File: config.mk
export PLATFORM = sky130hd
export DESIGN_NAME = mtc_trigger_ctrl
export DESIGN_NICKNAME = d
export VERILOG_FILES = /design/src/mtc_pkg.sv /design/src/mtc_trigger_ctrl.sv
export SDC_FILE = /design/constraint.sdc
export NUM_CORES = 1
export LEC_CHECK = 0
export ABC_AREA = 1
export BUFFER_PORTS_ARGS = -buffer_cell sky130_fd_sc_hd__buf_2
export CORE_AREA = 2 2 123 89
export CTS_CLUSTER_DIAMETER = 120
export DETAILED_ROUTE_END_ITERATION = 16
export DIE_AREA = 0 0 125 91
export GPL_TIMING_DRIVEN = 0
export PLACE_DENSITY = 0.87
export SYNTH_ARGS = -nofsm -noshare
export SYNTH_HDL_FRONTEND = slang
export SYNTH_SLANG_ARGS = --single-unit
File: constraint.sdc
create_clock -name clk_i -period 2.6 [get_ports clk_i]
set_clock_uncertainty 0.15 [all_clocks]
set_input_delay 0.26 -clock clk_i [delete_from_list [all_inputs] [get_ports clk_i]]
set_output_delay 0.26 -clock clk_i [all_outputs]
set_load 0.005 [all_outputs]
File: src/mtc_pkg.sv
// Package for the measurement trigger controller: command codes, sources, states, APB map.
// Assumes a single 100 MHz clock and an APB master driving 32-bit aligned accesses.
package mtc_pkg;
  localparam int unsigned CLK_MHZ = 100;
  localparam int unsigned SETTLE_NS = 2000;
  localparam int unsigned SETTLE_CYC = (SETTLE_NS * CLK_MHZ + 999) / 1000;
  localparam int unsigned NCH = 2;

  localparam logic [7:0] OFS_CMD = 8'h00;
  localparam logic [7:0] OFS_RESP = 8'h04;
  localparam logic [7:0] OFS_CTRL = 8'h08;
  localparam logic [7:0] OFS_STAT = 8'h0C;

  localparam logic [15:0] ERR_TRIG_IGN = 16'hFF2D; // -211
  localparam logic [15:0] ERR_INIT_IGN = 16'hFF2B; // -213
  localparam logic [15:0] ERR_CONFLICT = 16'hFF23; // -221
  localparam logic [15:0] SPEED_CONFLICT = 16'h00C8; // 200

  typedef enum logic [2:0] {
    SRC_ALWAYS = 3'd0, SRC_BUS = 3'd1, SRC_HOLD = 3'd2,
    SRC_EXT = 3'd3, SRC_INTERNAL_LEVEL_SOURCE_ONE = 3'd4, SRC_INTERNAL_LEVEL_SOURCE_TWO = 3'd5
  } mtc_src_e;

  typedef enum logic [3:0] {
    OP_NONE = 4'h0, OP_SET_SRC = 4'h1, OP_SET_DLY = 4'h2, OP_FORCE = 4'h3,
    OP_INIT = 4'h4, OP_ABORT = 4'h5, OP_SET_CONT = 4'h6, OP_RESET = 4'h7,
    OP_Q_SRC = 4'h8, OP_Q_DLY = 4'h9, OP_BUS_TRG = 4'hA, OP_MEAS_CONF = 4'hB,
    OP_LOCAL = 4'hC
  } mtc_op_e;

  // Gray along idle -> wait -> settle -> measure.
  typedef enum logic [1:0] {
    ST_IDLE = 2'b00, ST_WAIT = 2'b01, ST_SETTLE = 2'b11, ST_MEAS = 2'b10
  } mtc_state_e;

  typedef struct packed {
    logic [2:0] arg;
    logic [0:0] chan;
    logic [3:0] op;
  } mtc_cmd_s;
endpackage

File: src/mtc_trigger_ctrl.sv
// Measurement trigger controller: per-channel source, settle delay and trigger state.
// Assumes APB for commands, a synchronous external trigger, and a measure-done pulse.
`timescale 1ns/1ps
`default_nettype none
module mtc_trigger_ctrl #(
  parameter int unsigned SETTLE_CYCLES = mtc_pkg::SETTLE_CYC
) (
  input wire logic clk_i,
  input wire logic arst_n_i,
  input wire logic psel_i,
  input wire logic penable_i,
  input wire logic pwrite_i,
  input wire logic [7:0] paddr_i,
  input wire logic [31:0] pwdata_i,
  output logic [31:0] prdata_o,
  output logic pready_o,
  output logic pslverr_o,
  input wire logic ext_trig_i,
  input wire logic [1:0] meas_done_i,
  output logic [1:0] meas_start_o,
  output logic [1:0] meas_store_o
);
  // CTRL register: [15:0] sensing_rate_setting, [16] detector_function averaging,
  // [17] channel 1 slaved to channel 0.
  logic [15:0] speed_q;
  logic avg_q;
  logic slaved_q;
  logic [2:0] src_q [mtc_pkg::NCH];
  logic dly_q [mtc_pkg::NCH];
  logic cont_q [mtc_pkg::NCH];
  mtc_pkg::mtc_state_e st_q [mtc_pkg::NCH];
  logic [15:0] cnt_q [mtc_pkg::NCH];
  logic forced_q [mtc_pkg::NCH];
  logic [15:0] err_q;
  logic [2:0] resp_q;
  logic ext_q;
  logic [1:0] start_q;
  logic [1:0] store_q;

  logic acc;
  logic cmd_wr;
  mtc_pkg::mtc_cmd_s cmd;
  logic ext_rise;
  assign acc = psel_i && penable_i;
  assign cmd = pwdata_i[7:0];
  assign cmd_wr = acc && pwrite_i && (paddr_i == mtc_pkg::OFS_CMD);
  assign ext_rise = ext_trig_i && !ext_q;

  function automatic logic is_level_src(input logic [2:0] s);
    is_level_src = (s == 3'(mtc_pkg::SRC_EXT)) || (s == 3'(mtc_pkg::SRC_INTERNAL_LEVEL_SOURCE_ONE)) ||
      (s == 3'(mtc_pkg::SRC_INTERNAL_LEVEL_SOURCE_TWO));
  endfunction

  // Settings conflicts checked before a source change is accepted.
  logic src_conflict;
  always_comb begin
    src_conflict = 1'b0;
    if (cmd_wr && mtc_pkg::mtc_op_e'(cmd.op) == mtc_pkg::OP_SET_SRC) begin
      if (cmd.chan == 1'b0 && slaved_q && !is_level_src(cmd.arg)) begin
        src_conflict = 1'b1;
      end
      if (is_level_src(cmd.arg) && speed_q == mtc_pkg::SPEED_CONFLICT) begin
        src_conflict = 1'b1;
      end
      if (is_level_src(cmd.arg) && avg_q) begin
        src_conflict = 1'b1;
      end
    end
  end

  always_ff @(posedge clk_i or negedge arst_n_i) begin
    if (!arst_n_i) begin
      ext_q <= 1'b0;
    end else begin
      ext_q <= ext_trig_i;
    end
  end

  always_ff @(posedge clk_i or negedge arst_n_i) begin
    if (!arst_n_i) begin
      speed_q <= 16'h0000;
      avg_q <= 1'b0;
      slaved_q <= 1'b0;
    end else if (acc && pwrite_i && paddr_i == mtc_pkg::OFS_CTRL) begin
      speed_q <= pwdata_i[15:0];
      avg_q <= pwdata_i[16];
      slaved_q <= pwdata_i[17];
    end
  end

  for (genvar c = 0; c < mtc_pkg::NCH; c++) begin : g_ch
    logic hit;
    logic trig;
    logic force_ok;
    mtc_pkg::mtc_op_e op;
    assign hit = cmd_wr && (cmd.chan == 1'(c));
    assign op = mtc_pkg::mtc_op_e'(cmd.op);
    assign force_ok = hit && op == mtc_pkg::OP_FORCE && st_q[c] == mtc_pkg::ST_WAIT;
    always_comb begin
      trig = 1'b0;
      case (mtc_pkg::mtc_src_e'(src_q[c]))
        // always-true triggers as soon as waiting
        mtc_pkg::SRC_ALWAYS: trig = 1'b1;
        mtc_pkg::SRC_BUS: trig = hit && op == mtc_pkg::OP_BUS_TRG;
        mtc_pkg::SRC_EXT: trig = ext_rise;
        mtc_pkg::SRC_HOLD: trig = 1'b0;
        default: trig = 1'b0;
      endcase
    end

    always_ff @(posedge clk_i or negedge arst_n_i) begin
      if (!arst_n_i) begin
        src_q[c] <= 3'(mtc_pkg::SRC_ALWAYS);
        dly_q[c] <= 1'b1;
        cont_q[c] <= 1'b1;
      end else if (hit) begin
        case (op)
          mtc_pkg::OP_SET_SRC: if (!src_conflict) src_q[c] <= cmd.arg;
          mtc_pkg::OP_SET_DLY: dly_q[c] <= cmd.arg[0];
          mtc_pkg::OP_SET_CONT: cont_q[c] <= cmd.arg[0];
          mtc_pkg::OP_RESET: begin
            src_q[c] <= 3'(mtc_pkg::SRC_ALWAYS);
            dly_q[c] <= 1'b1;
            cont_q[c] <= 1'b0;
          end
          mtc_pkg::OP_MEAS_CONF: src_q[c] <= 3'(mtc_pkg::SRC_ALWAYS);
          mtc_pkg::OP_LOCAL: begin
            if (src_q[c] != 3'(mtc_pkg::SRC_EXT)) cont_q[c] <= 1'b1;
            src_q[c] <= 3'(mtc_pkg::SRC_ALWAYS);
          end
          default: ;
        endcase
      end
    end

    always_ff @(posedge clk_i or negedge arst_n_i) begin
      if (!arst_n_i) begin
        st_q[c] <= mtc_pkg::ST_IDLE;
        cnt_q[c] <= 16'h0000;
        forced_q[c] <= 1'b0;
        start_q[c] <= 1'b0;
        store_q[c] <= 1'b0;
      end else begin
        start_q[c] <= 1'b0;
        store_q[c] <= 1'b0;
        case (st_q[c])
          mtc_pkg::ST_IDLE: begin
            if ((hit && op == mtc_pkg::OP_INIT) || cont_q[c]) begin
              st_q[c] <= mtc_pkg::ST_WAIT;
            end
          end
          mtc_pkg::ST_WAIT: begin
            if (hit && (op == mtc_pkg::OP_ABORT || op == mtc_pkg::OP_RESET)) begin
              st_q[c] <= mtc_pkg::ST_IDLE;
            end else if (force_ok) begin
              st_q[c] <= mtc_pkg::ST_MEAS;
              start_q[c] <= 1'b1;
              forced_q[c] <= 1'b1;
            end else if (trig && dly_q[c]) begin
              st_q[c] <= mtc_pkg::ST_SETTLE;
              cnt_q[c] <= 16'(SETTLE_CYCLES - 1);
            end else if (trig) begin
              st_q[c] <= mtc_pkg::ST_MEAS;
              start_q[c] <= 1'b1;
            end
          end
          mtc_pkg::ST_SETTLE: begin
            if (hit && (op == mtc_pkg::OP_ABORT || op == mtc_pkg::OP_RESET)) begin
              st_q[c] <= mtc_pkg::ST_IDLE;
            end else if (cnt_q[c] == 16'h0000) begin
              st_q[c] <= mtc_pkg::ST_MEAS;
              start_q[c] <= 1'b1;
            end else begin
              cnt_q[c] <= cnt_q[c] - 16'h0001;
            end
          end
          mtc_pkg::ST_MEAS: begin
            if (hit && (op == mtc_pkg::OP_ABORT || op == mtc_pkg::OP_RESET)) begin
              st_q[c] <= mtc_pkg::ST_IDLE;
            end else if (meas_done_i[c]) begin
              store_q[c] <= 1'b1;
              forced_q[c] <= 1'b0;
              st_q[c] <= cont_q[c] ? mtc_pkg::ST_WAIT : mtc_pkg::ST_IDLE;
            end
          end
          default: st_q[c] <= mtc_pkg::ST_IDLE;
        endcase
      end
    end
  end

  // Error register holds the last error code until software clears it by writing STAT.
  // A new error in the clearing cycle wins over the clear.
  logic [15:0] new_err;
  always_comb begin
    new_err = 16'h0000;
    if (cmd_wr) begin
      if (mtc_pkg::mtc_op_e'(cmd.op) == mtc_pkg::OP_FORCE &&
          st_q[cmd.chan] != mtc_pkg::ST_WAIT) begin
        new_err = mtc_pkg::ERR_TRIG_IGN;
      end
      if (mtc_pkg::mtc_op_e'(cmd.op) == mtc_pkg::OP_INIT &&
          (st_q[cmd.chan] != mtc_pkg::ST_IDLE || cont_q[cmd.chan])) begin
        new_err = mtc_pkg::ERR_INIT_IGN;
      end
      if (src_conflict) begin
        new_err = mtc_pkg::ERR_CONFLICT;
      end
    end
  end

  always_ff @(posedge clk_i or negedge arst_n_i) begin
    if (!arst_n_i) begin
      err_q <= 16'h0000;
    end else if (new_err != 16'h0000) begin
      err_q <= new_err;
    end else if (acc && pwrite_i && paddr_i == mtc_pkg::OFS_STAT) begin
      err_q <= 16'h0000;
    end
  end

  always_ff @(posedge clk_i or negedge arst_n_i) begin
    if (!arst_n_i) begin
      resp_q <= 3'b000;
    end else if (cmd_wr) begin
      case (mtc_pkg::mtc_op_e'(cmd.op))
        mtc_pkg::OP_Q_SRC: resp_q <= src_q[cmd.chan];
        mtc_pkg::OP_Q_DLY: resp_q <= {2'b00, dly_q[cmd.chan]};
        default: ;
      endcase
    end
  end

  always_ff @(posedge clk_i or negedge arst_n_i) begin
    if (!arst_n_i) begin
      prdata_o <= 32'h0000_0000;
      pready_o <= 1'b0;
      pslverr_o <= 1'b0;
    end else begin
      pready_o <= psel_i && !pready_o && !penable_i ? 1'b1 : 1'b0;
      pslverr_o <= 1'b0;
      prdata_o <= 32'h0000_0000;
      if (psel_i && !penable_i) begin
        case (paddr_i)
          mtc_pkg::OFS_CMD: prdata_o <= 32'h0000_0000;
          mtc_pkg::OFS_RESP: prdata_o <= {29'h0, resp_q};
          mtc_pkg::OFS_CTRL: prdata_o <= {14'h0, slaved_q, avg_q, speed_q};
          mtc_pkg::OFS_STAT: prdata_o <= {err_q, 12'h0, st_q[1], st_q[0]};
          default: pslverr_o <= 1'b1;
        endcase
      end
    end
  end

  always_ff @(posedge clk_i or negedge arst_n_i) begin
    if (!arst_n_i) begin
      meas_start_o <= 2'b00;
      meas_store_o <= 2'b00;
    end else begin
      meas_start_o <= start_q;
      meas_store_o <= store_q;
    end
  end
endmodule
`default_nettype wire

# Word-level counts from Yosys, hierarchy flattened
# Cells that the tools add are included.
op_classes:
  addsub: 2
  order_cmp: 1
  eq_ne: 53
  n_mux: 91
  n_bitwise: 2
  reduce_logical: 69
op_table:
  columns: ["operator", "count"]
  rows:
  - ["$mux 16", 16]
  - ["$pmux 32 s3", 1]
  - ["$pmux 16 s2", 2]
  - ["$mux 2", 21]
  - ["$mux 1", 35]
  - ["$logic_not 16->1", 2]
  - ["$mux 32", 1]
  - ["$sub 16x1->16 const B", 2]
  - ["$logic_and 1x1->1", 30]
  - ["$ne 2x2->1 const B", 13]
  - ["$eq 4x4->1 const B", 5]
  - ["$eq 16x8->1 const B", 1]
  - ["$eq 4x3->1 const B", 4]
  - ["$eq 8x4->1 const B", 2]
  - ["$pmux 2 s4", 2]
  - ["$reduce_bool 16->1", 1]
  - ["$reduce_bool 2->1", 7]
  - ["$mux 3", 4]
  - ["$ne 3x3->1 const B", 4]
  - ["$pmux 1 s3", 4]
  - ["$pmux 3 s2", 2]
  - ["$reduce_and 3->1", 4]
  - ["$reduce_and 6->1", 2]
  - ["$ne 5x3->1 const B", 2]
  - ["other kinds (24)", 51]
word_totals:
  reg_bits: 126
  inputBits: 48
  out_inout_bits: 38
  wordCells: 243

# Longest topological paths before layout
depth:
  ltp_word: 13
  ltp_mapped: 14
  ltp_nobuf: 13

# Worst setup path before layout
# OpenSTA, ideal clock, no wires.
synth_timing:
  path_type: "register -> register"
  from: "register cnt_q[16] (netlist name)"
  to: "register cnt_q[28] (netlist name)"
  setup_time_ns: 0.117
  arrival_time_ns: 1.615
  required_ns: 2.333
  slack_ns: 0.718
  stages_incl_launch_ff: 12
  n_path_buf: 1
  period_less_slack_ns: 1.882
  cell_sequence: "dfrtp_1 -> inv_1 -> ha_1 -> nand4_1 -> inv_1 -> nand4_1 -> nand2_1 -> a21oi_4 -> nand2_4 -> buf_6 -> nand2_1 -> nand2_1"
synth_between:
  elab_chain_len: 4
  elab_cells_between_ends: 7
  classes_between: "add/sub: 1; eq/ne: 1; mux: 3; reduce/logical: 2"
synth_rtl:
  columns: ["item", "line", "source"]
  rows:
  - ["from (decl)", "mtc_trigger_ctrl.sv:32", "logic [15:0] cnt_q [mtc_pkg::NCH];"]
  - ["from (signal, indexed assignment)", "mtc_trigger_ctrl.sv:161", "cnt_q[c] <= 16'(SETTLE_CYCLES - 1);"]
  - ["from (signal, indexed assignment)", "mtc_trigger_ctrl.sv:174", "cnt_q[c] <= cnt_q[c] - 16'h0001;"]
  - ["$sub 16x1->16", "mtc_trigger_ctrl.sv:174", null]
  - ["$mux 16", "mtc_trigger_ctrl.sv:170", "end else if (cnt_q[c] == 16'h0000) begin"]
  - ["$mux 16", "mtc_trigger_ctrl.sv:168", "if (hit && (op == mtc_pkg::OP_ABORT || op == mtc_pkg::OP_RESET)) begin"]
  - ["$pmux 16 s2", "mtc_trigger_ctrl.sv:146", "case (st_q[c])"]
# Parallel ways exist; a longest one is shown, timed or not. The select of a mux whose other input is x is not followed.
# A chain may end at the register's enable or synchronous reset.

# Worst setup path after layout
layout_timing:
  from: "input ext_trig_i"
  to: "register cnt_q[8] (netlist name)"
layout_between:
  elab_chain_len: 5
layout_rtl:
  columns: ["item", "line", "source"]
  rows:
  - ["from (decl)", "mtc_trigger_ctrl.sv:18", "input wire logic ext_trig_i,"]
  - ["$logic_and 1x1->1", "mtc_trigger_ctrl.sv:47", "assign ext_rise = ext_trig_i && !ext_q;"]
  - ["$pmux 1 s3", "mtc_trigger_ctrl.sv:101", "case (mtc_pkg::mtc_src_e'(src_q[c]))"]
  - ["$logic_and 1x1->1", "mtc_trigger_ctrl.sv:159", "end else if (trig && dly_q[c]) begin"]
  - ["$ne 2x1->1 (no line)", null, null]
  - ["$reduce_and 6->1 (no line)", null, null]
# No other way between the ends.

==> results by group <==
Outcome
  – Status: finished clean

Timing
  – FMAX: 0.4537 GHz
  – Slew @ Worst Pin: 685.9 ps
  – Final setup vio count: 0
  – Setup TNS: 0 ps
  – Crit path time final: 2204 ps
  – Unrepaired setup endpoints after global routing: false
  – Share of the clock period used by the worst path: 84.78%
  – Fin. Hold Viols: 0
  – Max Transition Viols Final: 0
  – Slew Limit Headroom: 54.27%

GRT
  – Gr ovfl total: 0
  – Largest net degree at the start of global routing: 54
  – Initial antenna violation count: 0
  – GRT Total Usage: 24.73%
  – First-pass GRT wire length: 22.99 mm
  – Number of global-route vias before repair: 4948

Clock tree
  – Setup bufs post-CTS: 0
  – CTS HTree Levels: 3
  – TritonCTS clock tree: done
  – Clock-pin slew on the worst setup and hold paths: 80 ps
  – Hold buffers post-CTS: 7
  – CTS Buf Count: 9
  – Clk root buf: clkbuf_16
  – Post-cts sizing count: 0
  – CTS Buffer Depth: 2
  – Clock sink count: 103
  – Clock Latency Late Sink: 350 ps

Place
  – Post-DP HPWL: 9.897 mm
  – PortBufs: 68
  – GP Congestion: 0.9482

Setup path
  – Kind of critical path: input port to flop
  – Crit path max fanout: 10
  – R2R depth: 11
  – R2R Path Start: cnt_q[16]
  – Worst setup EP type: flop
  – Reg2Reg Setup Slack: 420 ps
  – Critical Path AT: 2340 ps
  – Crit path launch type: input port
  – Critical path data required time: 2740 ps
  – R2R Path End: cnt_q[22]

Layout
  – Nets: 898
  – Diodes inserted: 0
  – Multi-input gate area: 0.002636 mm²
  – FF/Latch Area: 0.002582 mm²
  – Share of cells above drive strength 1: 17.47%
  – Fill cell count: 827
  – Final Core Density: 65.48%
  – Area grow syn2layout: 15.63%

Floorplan
  – DIE AREA: 0.01138 mm²
  – Die Wd: 125 µm
  – Number of core rows: 31
  – IO Pins: 86
  – Initial Utilization: 56.62%
  – Core box area: 0.01016 mm²
  – Die height: 91 µm

Synthesis
  – Ys Warns: 0
  – Async SR Flop Fraction: 100.0%
  – Share of Yosys cell area claimed by the top area cell type: 43.05%
  – Part of the Yosys area used for sequential elements: 44.88%
  – Synth area leader: dfrtp_1
  – Synth Flop Type: dfrtp_1
  – Count leader, synth: nand2_1
  – Synth Register Bits: 103
  – Post-synth top cells: nand2_1 (177), nor2_1 (100), dfrtp_1 (99), inv_1 (96), nand3_1 (64)
  – Synth cell types: 43
  – Post-Synthesis Cell Area: 0.005754 mm²
  – Mean Syn Cell Area: 7.581 µm²
  – Mapped Cells: 759
  – Top post-synthesis cells by area: dfrtp_1 (43%), nand2_1 (12%), nor2_1 (6.5%)
  – Post-synth EDFFs: 0

Pwr
  – Overall Power: 5289 µW
  – P per Cell Area: 794.9 mW/mm²
  – Peak VDD IR: 0.3559 mV
  – Gate power share: 36.9%
  – Internal Power: 3162 µW
  – Clock power share: 24.8%
  – Net Sw Frac: 40.22%
  – Static Leak: 0.003560 µW
  – Sequential share of power: 38.4%
  – Sw Pwr: 2127 µW

Job
  – Total of max-cap violations: 0

Worst hold path
  – Hold path depth: 3
  – Hold path start: pwdata_i[11]
  – Worst Hold Path EP: speed_q[11]
  – Worst hold path class: input port to flop

Routing
  – Initial DRC Count: 504
  – Drt pass-1 iters: 5
  – DR WL/cell: 13.70 µm
  – Vias: 5269
  – DR vias/cell: 5.349
  – Number of remaining DRC errors: 0
  – Number of routed nets with antenna violations: 0
  – DRT Wirelength: 13.49 mm
[worst max-delay path, cell delays in order]
cell	delay, ps
dlygate4sd3_1	520
buf_2	110
inv_1	30
nor2_1	200
nand3_1	100
a21oi_1	290
a21o_1	180
nand3_2	90
nand2_4	120
buf_2	240
nand3_1	110
nand2_1	90
[per-stage QoR]
| step | cells | hold slack, ps | setup WS (ps) | instance area (µm²) |
|---|---|---|---|---|
| 2_1_floorplan | 761 | -185.6 | 718.4 | 5762 |
| 3_3_place_gp | 961 | 182.0 | 55.64 | 6267 |
| 3_5_place_dp | 962 | 184.7 | 437.8 | 6297 |
| 4_1_cts | 985 | 11.54 | 421.9 | 6654 |
| 5_1_grt | 985 | 21.45 | 249.4 | 6654 |
| 6_report | 985 | 13.22 | 395.8 | 6654 |
[power by group through the flow]
stage	clock network [µW]	registers, µW	logic (µW)
floorplan	0	2000	1480
global placement	0	2040	1850
detailed placement	0	2050	1910
CTS	1330	2020	1940
global route	1400	2050	2240
finish	1310	2030	1950
[sequential cells by signal, summed over array words and instances (netlist names), 3 cells and up]
| name | flops |
|---|---|
| speed_q | 16 |
| st_q | 4 |
| err_q | 4 |
| cnt_q | 32 |
| src_q | 6 |
| resp_q | 3 |
| prdata_o | 21 |
[how the worst max path moves through the flow]
stage	from	to	slack [ps]
2_1_floorplan	cnt_q[16]	cnt_q[28]	720
6_report	ext_trig_i	cnt_q[8]	400
3_3_place_gp	arst_n_i	cnt_q[4]	60
5_1_grt	cnt_q[16]	cnt_q[23]	250
3_5_place_dp	cnt_q[16]	cnt_q[28]	440
4_1_cts	cnt_q[16]	cnt_q[22]	420
[cell type report]
type	instances	area share (%)
clock buffer	9	3.385
buffer	27	2.633
clock inverter	7	0.9214
inverter	98	5.528
multi-input combinational	533	39.62
tap	132	2.482
sequential	103	38.81
timing repair buffer	76	6.619
[cell families after synthesis]
family                   share of synthesized area, %
multiplexers                                   0.7610
AO/OA/AOI/OAI                                   7.828
AND/OR/NAND/NOR                                 34.31
flip-flops                                      44.88
buffers and inverters                           9.437
other                                         0.06517
XOR/XNOR                                        2.283
adder cells (fa/ha/maj)                        0.4348
[metal layers]
layer,GRT usage [%],wire [µm]
met5,0,0
met4,5.741,141
met3,5.303,1024
met2,38.59,6060
met1,35.56,6267
[layout by cell type, fill, tap and decap left out, types with 3 or more instances in the layout]
master,netlist,final
xor2_1,9,9
nand2_1,177,177
nand3_2,5,5
nor3_1,24,24
xnor2_1,6,6
o22ai_1,3,3
nand3_1,64,64
mux2_2,3,3
buf_4,13,14
or2_2,3,3
inv_1,96,96
dfstp_2,4,4
a21oi_1,30,30
a31oi_1,5,5
clkbuf_16,0,9
o21ai_0,34,34
nor2_4,5,5
nand4_1,21,21
dfrtp_1,99,99
nand2_2,12,12
clkbuf_1,7,7
nor2_1,100,100
buf_2,5,72
nand2_4,8,8
conb_1,1,3
dlygate4sd3_1,0,7
nor4_1,4,4
(Power assumes the default switching activity.)
